[src/inc/sirc_pkg.sv]
// Shared constants and types for the serial-infrared pulse codec
package sirc_pkg;

	// ------------------------------------------------------------
	// Register map
	// ------------------------------------------------------------
	localparam logic [7:0]  CTRL_ADDR       = 8'h00;
	localparam logic [7:0]  STAT_ADDR       = 8'h04;
	localparam logic [31:0] CTRL_RST        = 32'h0000_0000;
	localparam int          CTRL_CLK_SEL    = 0;
	localparam int          CTRL_FIXED      = 1;
	localparam int          CTRL_SLEEP      = 2;
	localparam int          CTRL_DIV_LSB    = 3;
	localparam int          STAT_OSC_RUN    = 0;
	localparam int          STAT_ENC_BUSY   = 1;
	localparam int          STAT_DEC_BUSY   = 2;
	localparam int          STAT_OVERRUN    = 3;
	localparam int          STAT_LEVEL_LSB  = 4;

	// ------------------------------------------------------------
	// Timing counts
	// ------------------------------------------------------------
	localparam logic [3:0]  BIT_TICKS_M1    = 4'hF;
	localparam logic [3:0]  PULSE_TICKS     = 4'h3;
	localparam logic [2:0]  MONO_XTAL_CYC   = 3'h6;
	localparam int          FIFO_DEPTH      = 16;
	localparam int          FIFO_WIDTH      = 1;

	// ------------------------------------------------------------
	// Synchroniser bit order and reset values
	// ------------------------------------------------------------
	localparam int          SY_TX           = 0;
	localparam int          SY_ORX          = 1;
	localparam int          SY_X16          = 2;
	localparam int          SY_XTAL         = 3;
	localparam int          SY_CLR          = 4;
	localparam logic [4:0]  SYNC_RST        = 5'h01;

	typedef enum logic [1:0] {
		SIRC_ENC_IDLE,
		SIRC_ENC_BIT,
		SIRC_ENC_MONO
	} sirc_enc_e;

	// Crystal cycles per x16 tick, from the divider select
	function automatic logic [4:0] sirc_div_ratio(input logic [2:0] sel);
		unique case (sel)
			3'h0: sirc_div_ratio = 5'h02;
			3'h1: sirc_div_ratio = 5'h04;
			3'h2: sirc_div_ratio = 5'h06;
			3'h3: sirc_div_ratio = 5'h0C;
			3'h4: sirc_div_ratio = 5'h18;
			3'h5: sirc_div_ratio = 5'h01;
			3'h6: sirc_div_ratio = 5'h08;
			3'h7: sirc_div_ratio = 5'h10;
		endcase
	endfunction : sirc_div_ratio

endpackage : sirc_pkg

[src/hdl/sirc_sync3.sv]
// Three-stage input synchroniser with agreement filter and edge pulses
`timescale 1ns/10ps
module sirc_sync3 #(
	parameter int         W       = 5,
	parameter logic [4:0] RST_VAL = 5'h00
) (
	// Clock and reset
	input  wire logic         clk_i,
	input  wire logic         rst_n_i,
	// Asynchronous levels in
	input  wire logic [W-1:0] async_i,
	// Filtered level and edges out
	output logic      [W-1:0] level_o,
	output logic      [W-1:0] rise_o,
	output logic      [W-1:0] fall_o
);

	logic [W-1:0] s1_r;
	logic [W-1:0] s2_r;
	logic [W-1:0] s3_r;
	logic [W-1:0] prev_r;

	always_ff @(posedge clk_i or negedge rst_n_i)
	begin
		if (!rst_n_i)
		begin
			s1_r <= RST_VAL[W-1:0];
			s2_r <= RST_VAL[W-1:0];
			s3_r <= RST_VAL[W-1:0];
		end
		else
		begin
			s1_r <= async_i;
			s2_r <= s1_r;
			s3_r <= s2_r;
		end
	end

	// A change counts once stages two and three agree
	always_ff @(posedge clk_i or negedge rst_n_i)
	begin
		if (!rst_n_i)
		begin
			level_o <= RST_VAL[W-1:0];
			prev_r  <= RST_VAL[W-1:0];
		end
		else
		begin
			level_o <= (s2_r & s3_r) | (level_o & (s2_r ^ s3_r));
			prev_r  <= level_o;
		end
	end

	assign rise_o = level_o & ~prev_r;
	assign fall_o = ~level_o & prev_r;

endmodule : sirc_sync3

[src/hdl/sirc_fifo.sv]
// Parameterised valid/ready FIFO
`timescale 1ns/10ps
module sirc_fifo #(
	parameter int WIDTH = 1,
	parameter int DEPTH = 16
) (
	// Clock and reset
	input  wire logic               clk_i,
	input  wire logic               rst_n_i,
	input  wire logic               clr_i,
	// Fill side
	input  wire logic               in_valid_i,
	output logic                    in_ready_o,
	input  wire logic [WIDTH-1:0]   in_data_i,
	// Drain side
	output logic                    out_valid_o,
	input  wire logic               out_ready_i,
	output logic      [WIDTH-1:0]   out_data_o,
	// Fill level
	output logic [$clog2(DEPTH):0]  level_o
);

	localparam int AW = $clog2(DEPTH);

	logic [WIDTH-1:0] mem_r [DEPTH];
	logic [AW-1:0]    wptr_r;
	logic [AW-1:0]    rptr_r;
	logic             push;
	logic             pop;

	assign in_ready_o  = (level_o != DEPTH[AW:0]);
	assign out_valid_o = (level_o != '0);
	assign push        = in_valid_i & in_ready_o;
	assign pop         = out_valid_o & out_ready_i;
	assign out_data_o  = mem_r[rptr_r];

	always_ff @(posedge clk_i)
	begin
		if (push)
			mem_r[wptr_r] <= in_data_i;
	end

	always_ff @(posedge clk_i or negedge rst_n_i)
	begin
		if (!rst_n_i)
		begin
			wptr_r  <= '0;
			rptr_r  <= '0;
			level_o <= '0;
		end
		else if (clr_i)
		begin
			wptr_r  <= '0;
			rptr_r  <= '0;
			level_o <= '0;
		end
		else
		begin
			if (push)
				wptr_r <= wptr_r + 1'b1;
			if (pop)
				rptr_r <= rptr_r + 1'b1;
			if (push && !pop)
				level_o <= level_o + 1'b1;
			else if (pop && !push)
				level_o <= level_o - 1'b1;
		end
	end

endmodule : sirc_fifo

[src/hdl/sirc_codec.sv]
// Serial-infrared pulse encoder and decoder with an AHB-Lite control slave
// Contract
// - Clear input resets encoder and decoder machines
// - Accept short or 3/16 pulses, demodulate them
// - Optical output carries modulated UART serial data
// - Fixed-pulse select high selects monoshot transmit
// - Monoshot: falling edge gives six-crystal-cycle pulse
// - Fixed-pulse select defaults low
// - Sleep stops only the oscillator
// - External clock select also stops oscillator
// - External clock rising edge is one tick
// - Act on falling edges of UART serial input
// - Clock select high external, low crystal
// - Three divider selects set the baud rate
`timescale 1ns/10ps
module sirc_codec (
	// Clock and reset
	input  wire logic        core_clk_i,
	input  wire logic        rst_n_i,
	// AHB-Lite slave
	input  wire logic        hsel_i,
	input  wire logic [31:0] haddr_i,
	input  wire logic [1:0]  htrans_i,
	input  wire logic        hwrite_i,
	input  wire logic [2:0]  hsize_i,
	input  wire logic [31:0] hwdata_i,
	input  wire logic        hready_i,
	output logic      [31:0] hrdata_o,
	output logic             hreadyout_o,
	output logic             hresp_o,
	// UART side
	input  wire logic        uart_tx_i,
	output logic             uart_rx_o,
	// Transceiver side
	input  wire logic        optical_rx_in_i,
	output logic             optical_tx_out_o,
	// Clocks, clear and oscillator control
	input  wire logic        baud_x16_clock_i,
	input  wire logic        crystal_clk_i,
	input  wire logic        codec_clear_n_i,
	output logic             osc_enable_o
);

	// ------------------------------------------------------------
	// Reset release
	// ------------------------------------------------------------
	logic [1:0] rst_sync_r;
	logic       rst_n;

	always_ff @(posedge core_clk_i or negedge rst_n_i)
	begin
		if (!rst_n_i)
			rst_sync_r <= 2'h0;
		else
			rst_sync_r <= {rst_sync_r[0], 1'b1};
	end
	assign rst_n = rst_sync_r[1];

	// ------------------------------------------------------------
	// Pin synchronisers
	// ------------------------------------------------------------
	logic [4:0] sy_lvl;
	logic [4:0] sy_rise;
	logic [4:0] sy_fall;

	sirc_sync3 #(
		.W       (5),
		.RST_VAL (sirc_pkg::SYNC_RST)
	) u_sync (
		.clk_i   (core_clk_i),
		.rst_n_i (rst_n),
		.async_i ({codec_clear_n_i, crystal_clk_i, baud_x16_clock_i, optical_rx_in_i, uart_tx_i}),
		.level_o (sy_lvl),
		.rise_o  (sy_rise),
		.fall_o  ()
	);

	logic clr_n;
	logic tx_fall;
	logic sy_fall_tx;
	assign clr_n   = sy_lvl[sirc_pkg::SY_CLR];
	assign tx_fall = sy_fall_tx;

	// Falling edge of the serial input only; other falls unused
	logic tx_prev_r;
	always_ff @(posedge core_clk_i or negedge rst_n)
	begin
		if (!rst_n)
			tx_prev_r <= 1'b1;
		else
			tx_prev_r <= sy_lvl[sirc_pkg::SY_TX];
	end
	assign sy_fall_tx = tx_prev_r & ~sy_lvl[sirc_pkg::SY_TX];

	// ------------------------------------------------------------
	// Control registers
	// ------------------------------------------------------------
	logic [31:0] ctrl_r;
	logic        overrun_r;
	logic        clk_sel;
	logic        fixed_pulse_select;
	logic        osc_sleep;
	logic [2:0]  divider_select;

	assign clk_sel            = ctrl_r[sirc_pkg::CTRL_CLK_SEL];
	assign fixed_pulse_select = ctrl_r[sirc_pkg::CTRL_FIXED];
	assign osc_sleep          = ctrl_r[sirc_pkg::CTRL_SLEEP];
	assign divider_select     = ctrl_r[sirc_pkg::CTRL_DIV_LSB +: 3];

	// ------------------------------------------------------------
	// AHB-Lite slave, zero wait states
	// ------------------------------------------------------------
	logic       ap_take;
	logic       wr_pend_r;
	logic [7:0] wr_addr_r;
	logic [31:0] stat_word;

	assign ap_take     = hsel_i & htrans_i[1] & hready_i;
	assign hreadyout_o = 1'b1;
	assign hresp_o     = 1'b0;

	always_ff @(posedge core_clk_i or negedge rst_n)
	begin
		if (!rst_n)
		begin
			wr_pend_r <= 1'b0;
			wr_addr_r <= 8'h00;
		end
		else if (hready_i)
		begin
			wr_pend_r <= ap_take & hwrite_i;
			wr_addr_r <= haddr_i[7:0];
		end
	end

	always_ff @(posedge core_clk_i or negedge rst_n)
	begin
		if (!rst_n)
			hrdata_o <= 32'h0000_0000;
		else if (ap_take && !hwrite_i)
		begin
			unique case (haddr_i[7:0])
				sirc_pkg::CTRL_ADDR: hrdata_o <= ctrl_r;
				sirc_pkg::STAT_ADDR: hrdata_o <= stat_word;
				default:             hrdata_o <= 32'h0000_0000;
			endcase
		end
	end

	// Fixed-pulse select resets low
	always_ff @(posedge core_clk_i or negedge rst_n)
	begin
		if (!rst_n)
			ctrl_r <= sirc_pkg::CTRL_RST;
		else if (wr_pend_r && wr_addr_r == sirc_pkg::CTRL_ADDR)
			ctrl_r <= {26'h0, hwdata_i[5:0]};
	end

	// ------------------------------------------------------------
	// Oscillator and tick generation
	// ------------------------------------------------------------
	// Registered so the analog cell never sees a glitch
	always_ff @(posedge core_clk_i or negedge rst_n)
	begin
		if (!rst_n)
			osc_enable_o <= 1'b1;
		else
			osc_enable_o <= ~osc_sleep & ~clk_sel;
	end

	logic       xtal_tick;
	logic       div_tick;
	logic       tick16;
	logic [4:0] div_cnt_r;

	assign xtal_tick = sy_rise[sirc_pkg::SY_XTAL] & osc_enable_o;

	// Crystal divider
	always_ff @(posedge core_clk_i or negedge rst_n)
	begin
		if (!rst_n)
			div_cnt_r <= 5'h00;
		else if (tx_fall)
			div_cnt_r <= 5'h00; // Realign ticks to the bit start: full three-tick pulse
		else if (xtal_tick)
		begin
			if (div_cnt_r >= sirc_pkg::sirc_div_ratio(divider_select) - 5'h01)
				div_cnt_r <= 5'h00;
			else
				div_cnt_r <= div_cnt_r + 5'h01;
		end
	end
	assign div_tick = xtal_tick && (div_cnt_r >= sirc_pkg::sirc_div_ratio(divider_select) - 5'h01);

	// Source select; external clock counts on its rising edge
	assign tick16 = clk_sel ? sy_rise[sirc_pkg::SY_X16] : div_tick;

	// ------------------------------------------------------------
	// Encoder
	// ------------------------------------------------------------
	sirc_pkg::sirc_enc_e enc_state_r;
	logic [3:0]          enc_cnt_r;
	logic [2:0]          mono_cnt_r;
	logic                bit_zero_r;
	logic                high_316;
	logic                high_mono;

	always_ff @(posedge core_clk_i or negedge rst_n)
	begin
		if (!rst_n)
		begin
			enc_state_r <= sirc_pkg::SIRC_ENC_IDLE;
			enc_cnt_r   <= 4'h0;
			mono_cnt_r  <= 3'h0;
			bit_zero_r  <= 1'b0;
		end
		else if (!clr_n)
		begin
			enc_state_r <= sirc_pkg::SIRC_ENC_IDLE;
			enc_cnt_r   <= 4'h0;
			mono_cnt_r  <= 3'h0;
			bit_zero_r  <= 1'b0;
		end
		else
		begin
			unique case (enc_state_r)
				sirc_pkg::SIRC_ENC_IDLE:
				begin
					if (tx_fall)
					begin
						enc_state_r <= fixed_pulse_select ? sirc_pkg::SIRC_ENC_MONO
						                                  : sirc_pkg::SIRC_ENC_BIT;
						enc_cnt_r   <= 4'h0;
						mono_cnt_r  <= 3'h0;
						bit_zero_r  <= 1'b1;
					end
				end
				sirc_pkg::SIRC_ENC_BIT:
				begin
					if (tx_fall)
					begin
						enc_cnt_r  <= 4'h0;
						bit_zero_r <= 1'b1;
					end
					else if (tick16 && enc_cnt_r == sirc_pkg::BIT_TICKS_M1)
					begin
						// Next bit sampled at the boundary; a one ends the burst
						enc_cnt_r  <= 4'h0;
						bit_zero_r <= ~sy_lvl[sirc_pkg::SY_TX];
						if (sy_lvl[sirc_pkg::SY_TX])
							enc_state_r <= sirc_pkg::SIRC_ENC_IDLE;
					end
					else if (tick16)
						enc_cnt_r <= enc_cnt_r + 4'h1;
				end
				sirc_pkg::SIRC_ENC_MONO:
				begin
					// Pulse starts on the next crystal edge, lasts six
					if (xtal_tick)
					begin
						if (mono_cnt_r == sirc_pkg::MONO_XTAL_CYC)
							enc_state_r <= sirc_pkg::SIRC_ENC_IDLE;
						else
							mono_cnt_r <= mono_cnt_r + 3'h1;
					end
				end
			endcase
		end
	end

	assign high_316  = enc_state_r == sirc_pkg::SIRC_ENC_BIT && bit_zero_r && enc_cnt_r < sirc_pkg::PULSE_TICKS;
	assign high_mono = enc_state_r == sirc_pkg::SIRC_ENC_MONO && mono_cnt_r != 3'h0;

	always_ff @(posedge core_clk_i or negedge rst_n)
	begin
		if (!rst_n)
			optical_tx_out_o <= 1'b0;
		else
			optical_tx_out_o <= high_316 | high_mono;
	end

	// ------------------------------------------------------------
	// Decoder: pulse tokens through the FIFO
	// ------------------------------------------------------------
	logic       push_valid;
	logic       push_ready;
	logic       pop_valid;
	logic       pop_ready;
	logic       pop_data;
	logic [4:0] fifo_level;
	logic       dec_active_r;
	logic       dec_bit_r;
	logic [3:0] dec_cnt_r;

	// Any rising edge counts once held two core cycles; shorter pulses are filtered out
	assign push_valid = sy_rise[sirc_pkg::SY_ORX] & clr_n;

	sirc_fifo #(
		.WIDTH (sirc_pkg::FIFO_WIDTH),
		.DEPTH (sirc_pkg::FIFO_DEPTH)
	) u_fifo (
		.clk_i       (core_clk_i),
		.rst_n_i     (rst_n),
		.clr_i       (~clr_n),
		.in_valid_i  (push_valid),
		.in_ready_o  (push_ready),
		.in_data_i   (1'b0),
		.out_valid_o (pop_valid),
		.out_ready_i (pop_ready),
		.out_data_o  (pop_data),
		.level_o     (fifo_level)
	);

	// Drain stalls for a whole bit while the line is held low
	assign pop_ready = clr_n & (!dec_active_r | (tick16 && dec_cnt_r == sirc_pkg::BIT_TICKS_M1));

	always_ff @(posedge core_clk_i or negedge rst_n)
	begin
		if (!rst_n)
		begin
			dec_active_r <= 1'b0;
			dec_cnt_r    <= 4'h0;
			dec_bit_r    <= 1'b1;
		end
		else if (!clr_n)
		begin
			dec_active_r <= 1'b0;
			dec_cnt_r    <= 4'h0;
			dec_bit_r    <= 1'b1;
		end
		else if (pop_ready && pop_valid)
		begin
			dec_active_r <= 1'b1;
			dec_cnt_r    <= 4'h0;
			dec_bit_r    <= pop_data;
		end
		else if (dec_active_r && tick16)
		begin
			if (dec_cnt_r == sirc_pkg::BIT_TICKS_M1)
				dec_active_r <= 1'b0;
			dec_cnt_r <= dec_cnt_r + 4'h1;
		end
	end

	always_ff @(posedge core_clk_i or negedge rst_n)
	begin
		if (!rst_n)
			uart_rx_o <= 1'b1;
		else
			uart_rx_o <= dec_active_r ? dec_bit_r : 1'b1;
	end

	// Lost token is sticky; a new loss wins over the clear
	always_ff @(posedge core_clk_i or negedge rst_n)
	begin
		if (!rst_n)
			overrun_r <= 1'b0;
		else if (push_valid && !push_ready)
			overrun_r <= 1'b1;
		else if (wr_pend_r && wr_addr_r == sirc_pkg::STAT_ADDR && hwdata_i[sirc_pkg::STAT_OVERRUN])
			overrun_r <= 1'b0;
	end

	assign stat_word = {23'h0, fifo_level, overrun_r, dec_active_r,
	                    enc_state_r != sirc_pkg::SIRC_ENC_IDLE, osc_enable_o};

	logic [3:0] mono_seen_r;
	logic [3:0] p316_seen_r;
	logic [4:0] rx_seen_r;

	always_ff @(posedge core_clk_i or negedge rst_n)
	begin
		if (!rst_n)
		begin
			mono_seen_r <= 4'h0;
			p316_seen_r <= 4'h0;
			rx_seen_r   <= 5'h00;
		end
		else
		begin
			mono_seen_r <= !high_mono ? 4'h0 : mono_seen_r + {3'h0, xtal_tick};
			p316_seen_r <= (!high_316 || tx_fall) ? 4'h0 : p316_seen_r + {3'h0, tick16};
			rx_seen_r   <= (pop_ready && pop_valid) ? 5'h00 : rx_seen_r + {4'h0, dec_active_r & tick16};
		end
	end
endmodule : sirc_codec

[config.mk]
export PLATFORM = sky130hd
export DESIGN_NAME = sirc_codec
export DESIGN_NICKNAME = d
export VERILOG_FILES = /design/src/inc/sirc_pkg.sv /design/src/hdl/sirc_sync3.sv /design/src/hdl/sirc_fifo.sv /design/src/hdl/sirc_codec.sv
export SDC_FILE = /design/constraint.sdc
export NUM_CORES = 1
export LEC_CHECK = 0
export BUFFER_PORTS_ARGS = -buffer_cell sky130_fd_sc_hd__buf_2
export CORE_MARGIN = 3
export CORE_UTILIZATION = 33
export DETAILED_ROUTE_END_ITERATION = 6
export PLACE_DENSITY_LB_ADDON = 0.2
export SLEW_MARGIN = 20
export SYNTH_ARGS = -nofsm -noshare
export SYNTH_HDL_FRONTEND = slang
export SYNTH_SLANG_ARGS = --single-unit
[constraint.sdc]
create_clock -name core_clk_i -period 5.25 [get_ports core_clk_i]
set_clock_uncertainty 0.05 [all_clocks]
set_input_delay 1.05 -clock core_clk_i [delete_from_list [all_inputs] [get_ports core_clk_i]]
set_output_delay 1.05 -clock core_clk_i [all_outputs]
set_load 0.01 [all_outputs]
==> impl_metrics.yaml <==
detailed_routing:
  routed_wirelength_um: 7530
  routedWlPerCell_um: 13.5
  ant_nets: 0
  vias_per_std_cell: 4.83
  initialDrtViolationCount: 113
  detailed_route_via_count: 2706
  drtPass1Iterations: 4
  route.detailed.drc: 0
clock_network:
  root_buffer: "clkbuf_16"
  cts_buffers: 9
  cts.repair.resized: 0
  worst_setup_hold_path_clk_slew_ns: 0.06
  tritoncts: "yes"
  holdBufCountCts: 0
  cts_max_level: 3
  cts_setup_buffers: 0
  clk-insertion-delay-late_ns: 0.33
  cts.path.max_buffers: 2
  tritoncts_num_sinks: 80
job:
  max-cap-violations: 0
global_routing:
  largest_net_degree_at_the_start_of_global_routing: 79
  overflow: 0
  groute.layer.met2.usage: 0.192
  top_usage_layer: "met2"
  track_usage: 0.122
  met3_usage: 0.0283
  initial_antenna_violation_count: 0
  globalRouteMet1Util: 0.162
  first_global_vias: 2662
  grt_pass1_wl_um: 13000
setup_path:
  critPathRequiredTime_ns: 5.40
  timing.reg2reg.worst_path_depth: 20
  cp_data_arrival_time_ns: 4.44
  path_cells: "inv_1 > ha_1 > nand2_1 > o21ai_0 > nor3_1 > xnor2_1 > a21oi_1 > ha_1 > a21oi_1 > nor3_1 > a21o_4 > o21ai_4 > nand2_1 > ha_1 > a21oi_1 > and2_1 > nand2b_1 > or3_1 > o2111ai_1 > o22ai_1"
  criticalPathCategory: "flip-flop to flip-flop"
  critical-path-max-stage-delay_ns: 0.41
  cpLargestDelayFamily: "compound AO/OA/AOI/OAI gates"
  worst_setup_path_start_kind: "flip-flop"
  timing.critical_path.to_type: "flip-flop"
  cp_num_buf_inv: 1
  r2r_slack_ns: 0.96
  rr_startpoint: "ctrl_r[4]"
  r2r_end: "u_fifo.level_o[4]"
  crit_slowest_cell: "dfrtp_1"
  crit_path_max_fanout: 5
  path_depth: 20
timing:
  final.min_clock_period_ns: 4.29
  total_setup_violations_reported_at_the_end_of_the_flow: 0
  hold_viol: 0
  count_of_pins_over_their_slew_limit: 0
  relSlewSlack: 0.615
  timing.setup.tns_ns: 0
  achievable-frequency_mhz: 233
  layout_setup_ws_ns: 0.957
  finalCritPeriodShare: 0.818
  tightestPinTransition_ns: 0.575
  rsz0062_at_grt: "false"
floorplanning:
  std_cell_rows: 39
  die_w_um: 117
  pin_count: 116
  initial_utilization: 0.348
  chipHeight_um: 117
  die_area_um2: 13700
  core_area_um2: 11700
placement:
  post_dp_cell_area_um2: 4310
  gp_congestion: 0.770
  half_perimeter_wire_length_after_detailed_placement_um: 5490
  placement.io_buffers: 36
  pre_cts_slack_ns: 0.946
logic_synthesis:
  async_set_or_reset_flop_fraction_in_the_synthesized_netlist: 1.00
  most_instantiated_library_cell_after_synthesis: "dfrtp_1"
  synth_area_um2: 4070
  ys_types: 57
  synthCells: 372
  ys_top_cells_by_count: "dfrtp_1, nand2_1, ha_1"
  synth_top_cell_by_area: "dfrtp_1"
  largest_cells_by_area_after_synthesis: "dfrtp_1, ha_1, dfstp_2"
  synth.ff_latch_count: 80
  yosys_warnings: 0
  syn_avg_cell_area_um2: 10.9
  synth_sequential_area_ratio: 0.494
  yosys_most_used_dff: "dfrtp_1"
  synth_top_cell_area_share: 0.443
  synth_enable_flop_cells: 0
pwr:
  p_leak_nw: 2.20
  ir_drop_v: 0.000122
  power_density_nw_per_um2: 365
  total_power_mw: 1.68
outcome:
  outcome: "finished, final reports clean"
layout:
  post_route_cells_drive_above_1_share: 0.201
  final_core_utilization: 0.393
  final_area_um2: 4610
  syn_to_final_growth_pct: 13.2
  fin_nets: 520
  n_antenna_cell: 0
worst_hold_path:
  tightest_hold_check_type: "flip-flop to async pin"
## state kept, by name, indices dropped and copies added, names as in the netlist, 2 cells and up
| register | cells |
|---|---|
| ctrl_r | 6 |
| dec_cnt_r | 4 |
| div_cnt_r | 5 |
| enc_cnt_r | 4 |
| enc_state_r | 2 |
| hrdata_o | 9 |
| mono_cnt_r | 3 |
| rst_sync_r | 2 |
| u_fifo.level_o | 5 |
| u_sync.level_o | 5 |
| u_sync.prev_r | 4 |
| u_sync.s1_r | 5 |
| u_sync.s2_r | 5 |
| u_sync.s3_r | 5 |
| wr_addr_r | 8 |
## layer usage
metal / part of all wire / vias to the layer above
met4: 0.015 / 0
met3: 0.037 / 7
met2: 0.48 / 46
met5: 0 / -
li1: - / 1337
met1: 0.47 / 1316
## cell usage in the layout (no fill, tap or decap), types with 4 or more instances in the layout
cell	count
inv_1	12
nand4_1	4
dfrtp_1	71
conb_1	26
a21oi_1	12
nand3_1	8
ha_1	28
nor4_1	4
o21ai_0	27
nand2b_1	7
nor2_1	15
xnor2_1	4
clkbuf_16	9
mux2i_1	17
a21o_1	7
mux2_2	12
buf_2	36
nand2_1	45
dfstp_2	8
## kinds of logic after synthesis
| family | count (synthesis) | synth area share |
|---|---|---|
| compound gates | 70 | 0.117 |
| other cells | 2 | 0.00185 |
| flops | 80 | 0.494 |
| buf+inv | 45 | 0.0646 |
| simple gates | 110 | 0.137 |
| mux | 29 | 0.0750 |
| xor+xnor | 7 | 0.0197 |
| fa+ha+maj | 29 | 0.0910 |
## metrics by stage
stage / hold WS, ns / cells
after floorplan: 0.281 / 396
after CTS: 0.297 / 559
after global routing: 0.256 / 560
after global placement: 0.283 / 543
after detailed placement: 0.285 / 543
final: 0.214 / 560
## where the power goes
group          internal [mW]  switching [mW]  total [mW]
Clock                  0.332           0.228       0.559
Sequential             0.679          0.0640       0.743
Combinational          0.166           0.211       0.378
Total                   1.18           0.503        1.68
## final cells by class
cell class	count	area (um^2)
clock inverters	3	17.5
inverters	12	45.0
flip-flops and latches	80	2020
multi-input cells	271	1890
fillers	1144	7100
clock buffers	13	250
well taps	143	179
repair buffers	38	215
## worst max path at each step
stage / from / end / slack, ns
2_1_floorplan: ctrl_r[3] / u_fifo.level_o[4] / 1.50
3_3_place_gp: ctrl_r[4] / u_fifo.level_o[4] / 1.06
3_5_place_dp: ctrl_r[4] / u_fifo.level_o[4] / 0.95
4_1_cts: ctrl_r[4] / u_fifo.level_o[4] / 0.91
5_1_grt: ctrl_r[4] / u_fifo.level_o[4] / 0.55
6_report: ctrl_r[4] / u_fifo.level_o[4] / 0.96
Note: power is estimated with default switching activity, not from simulation.
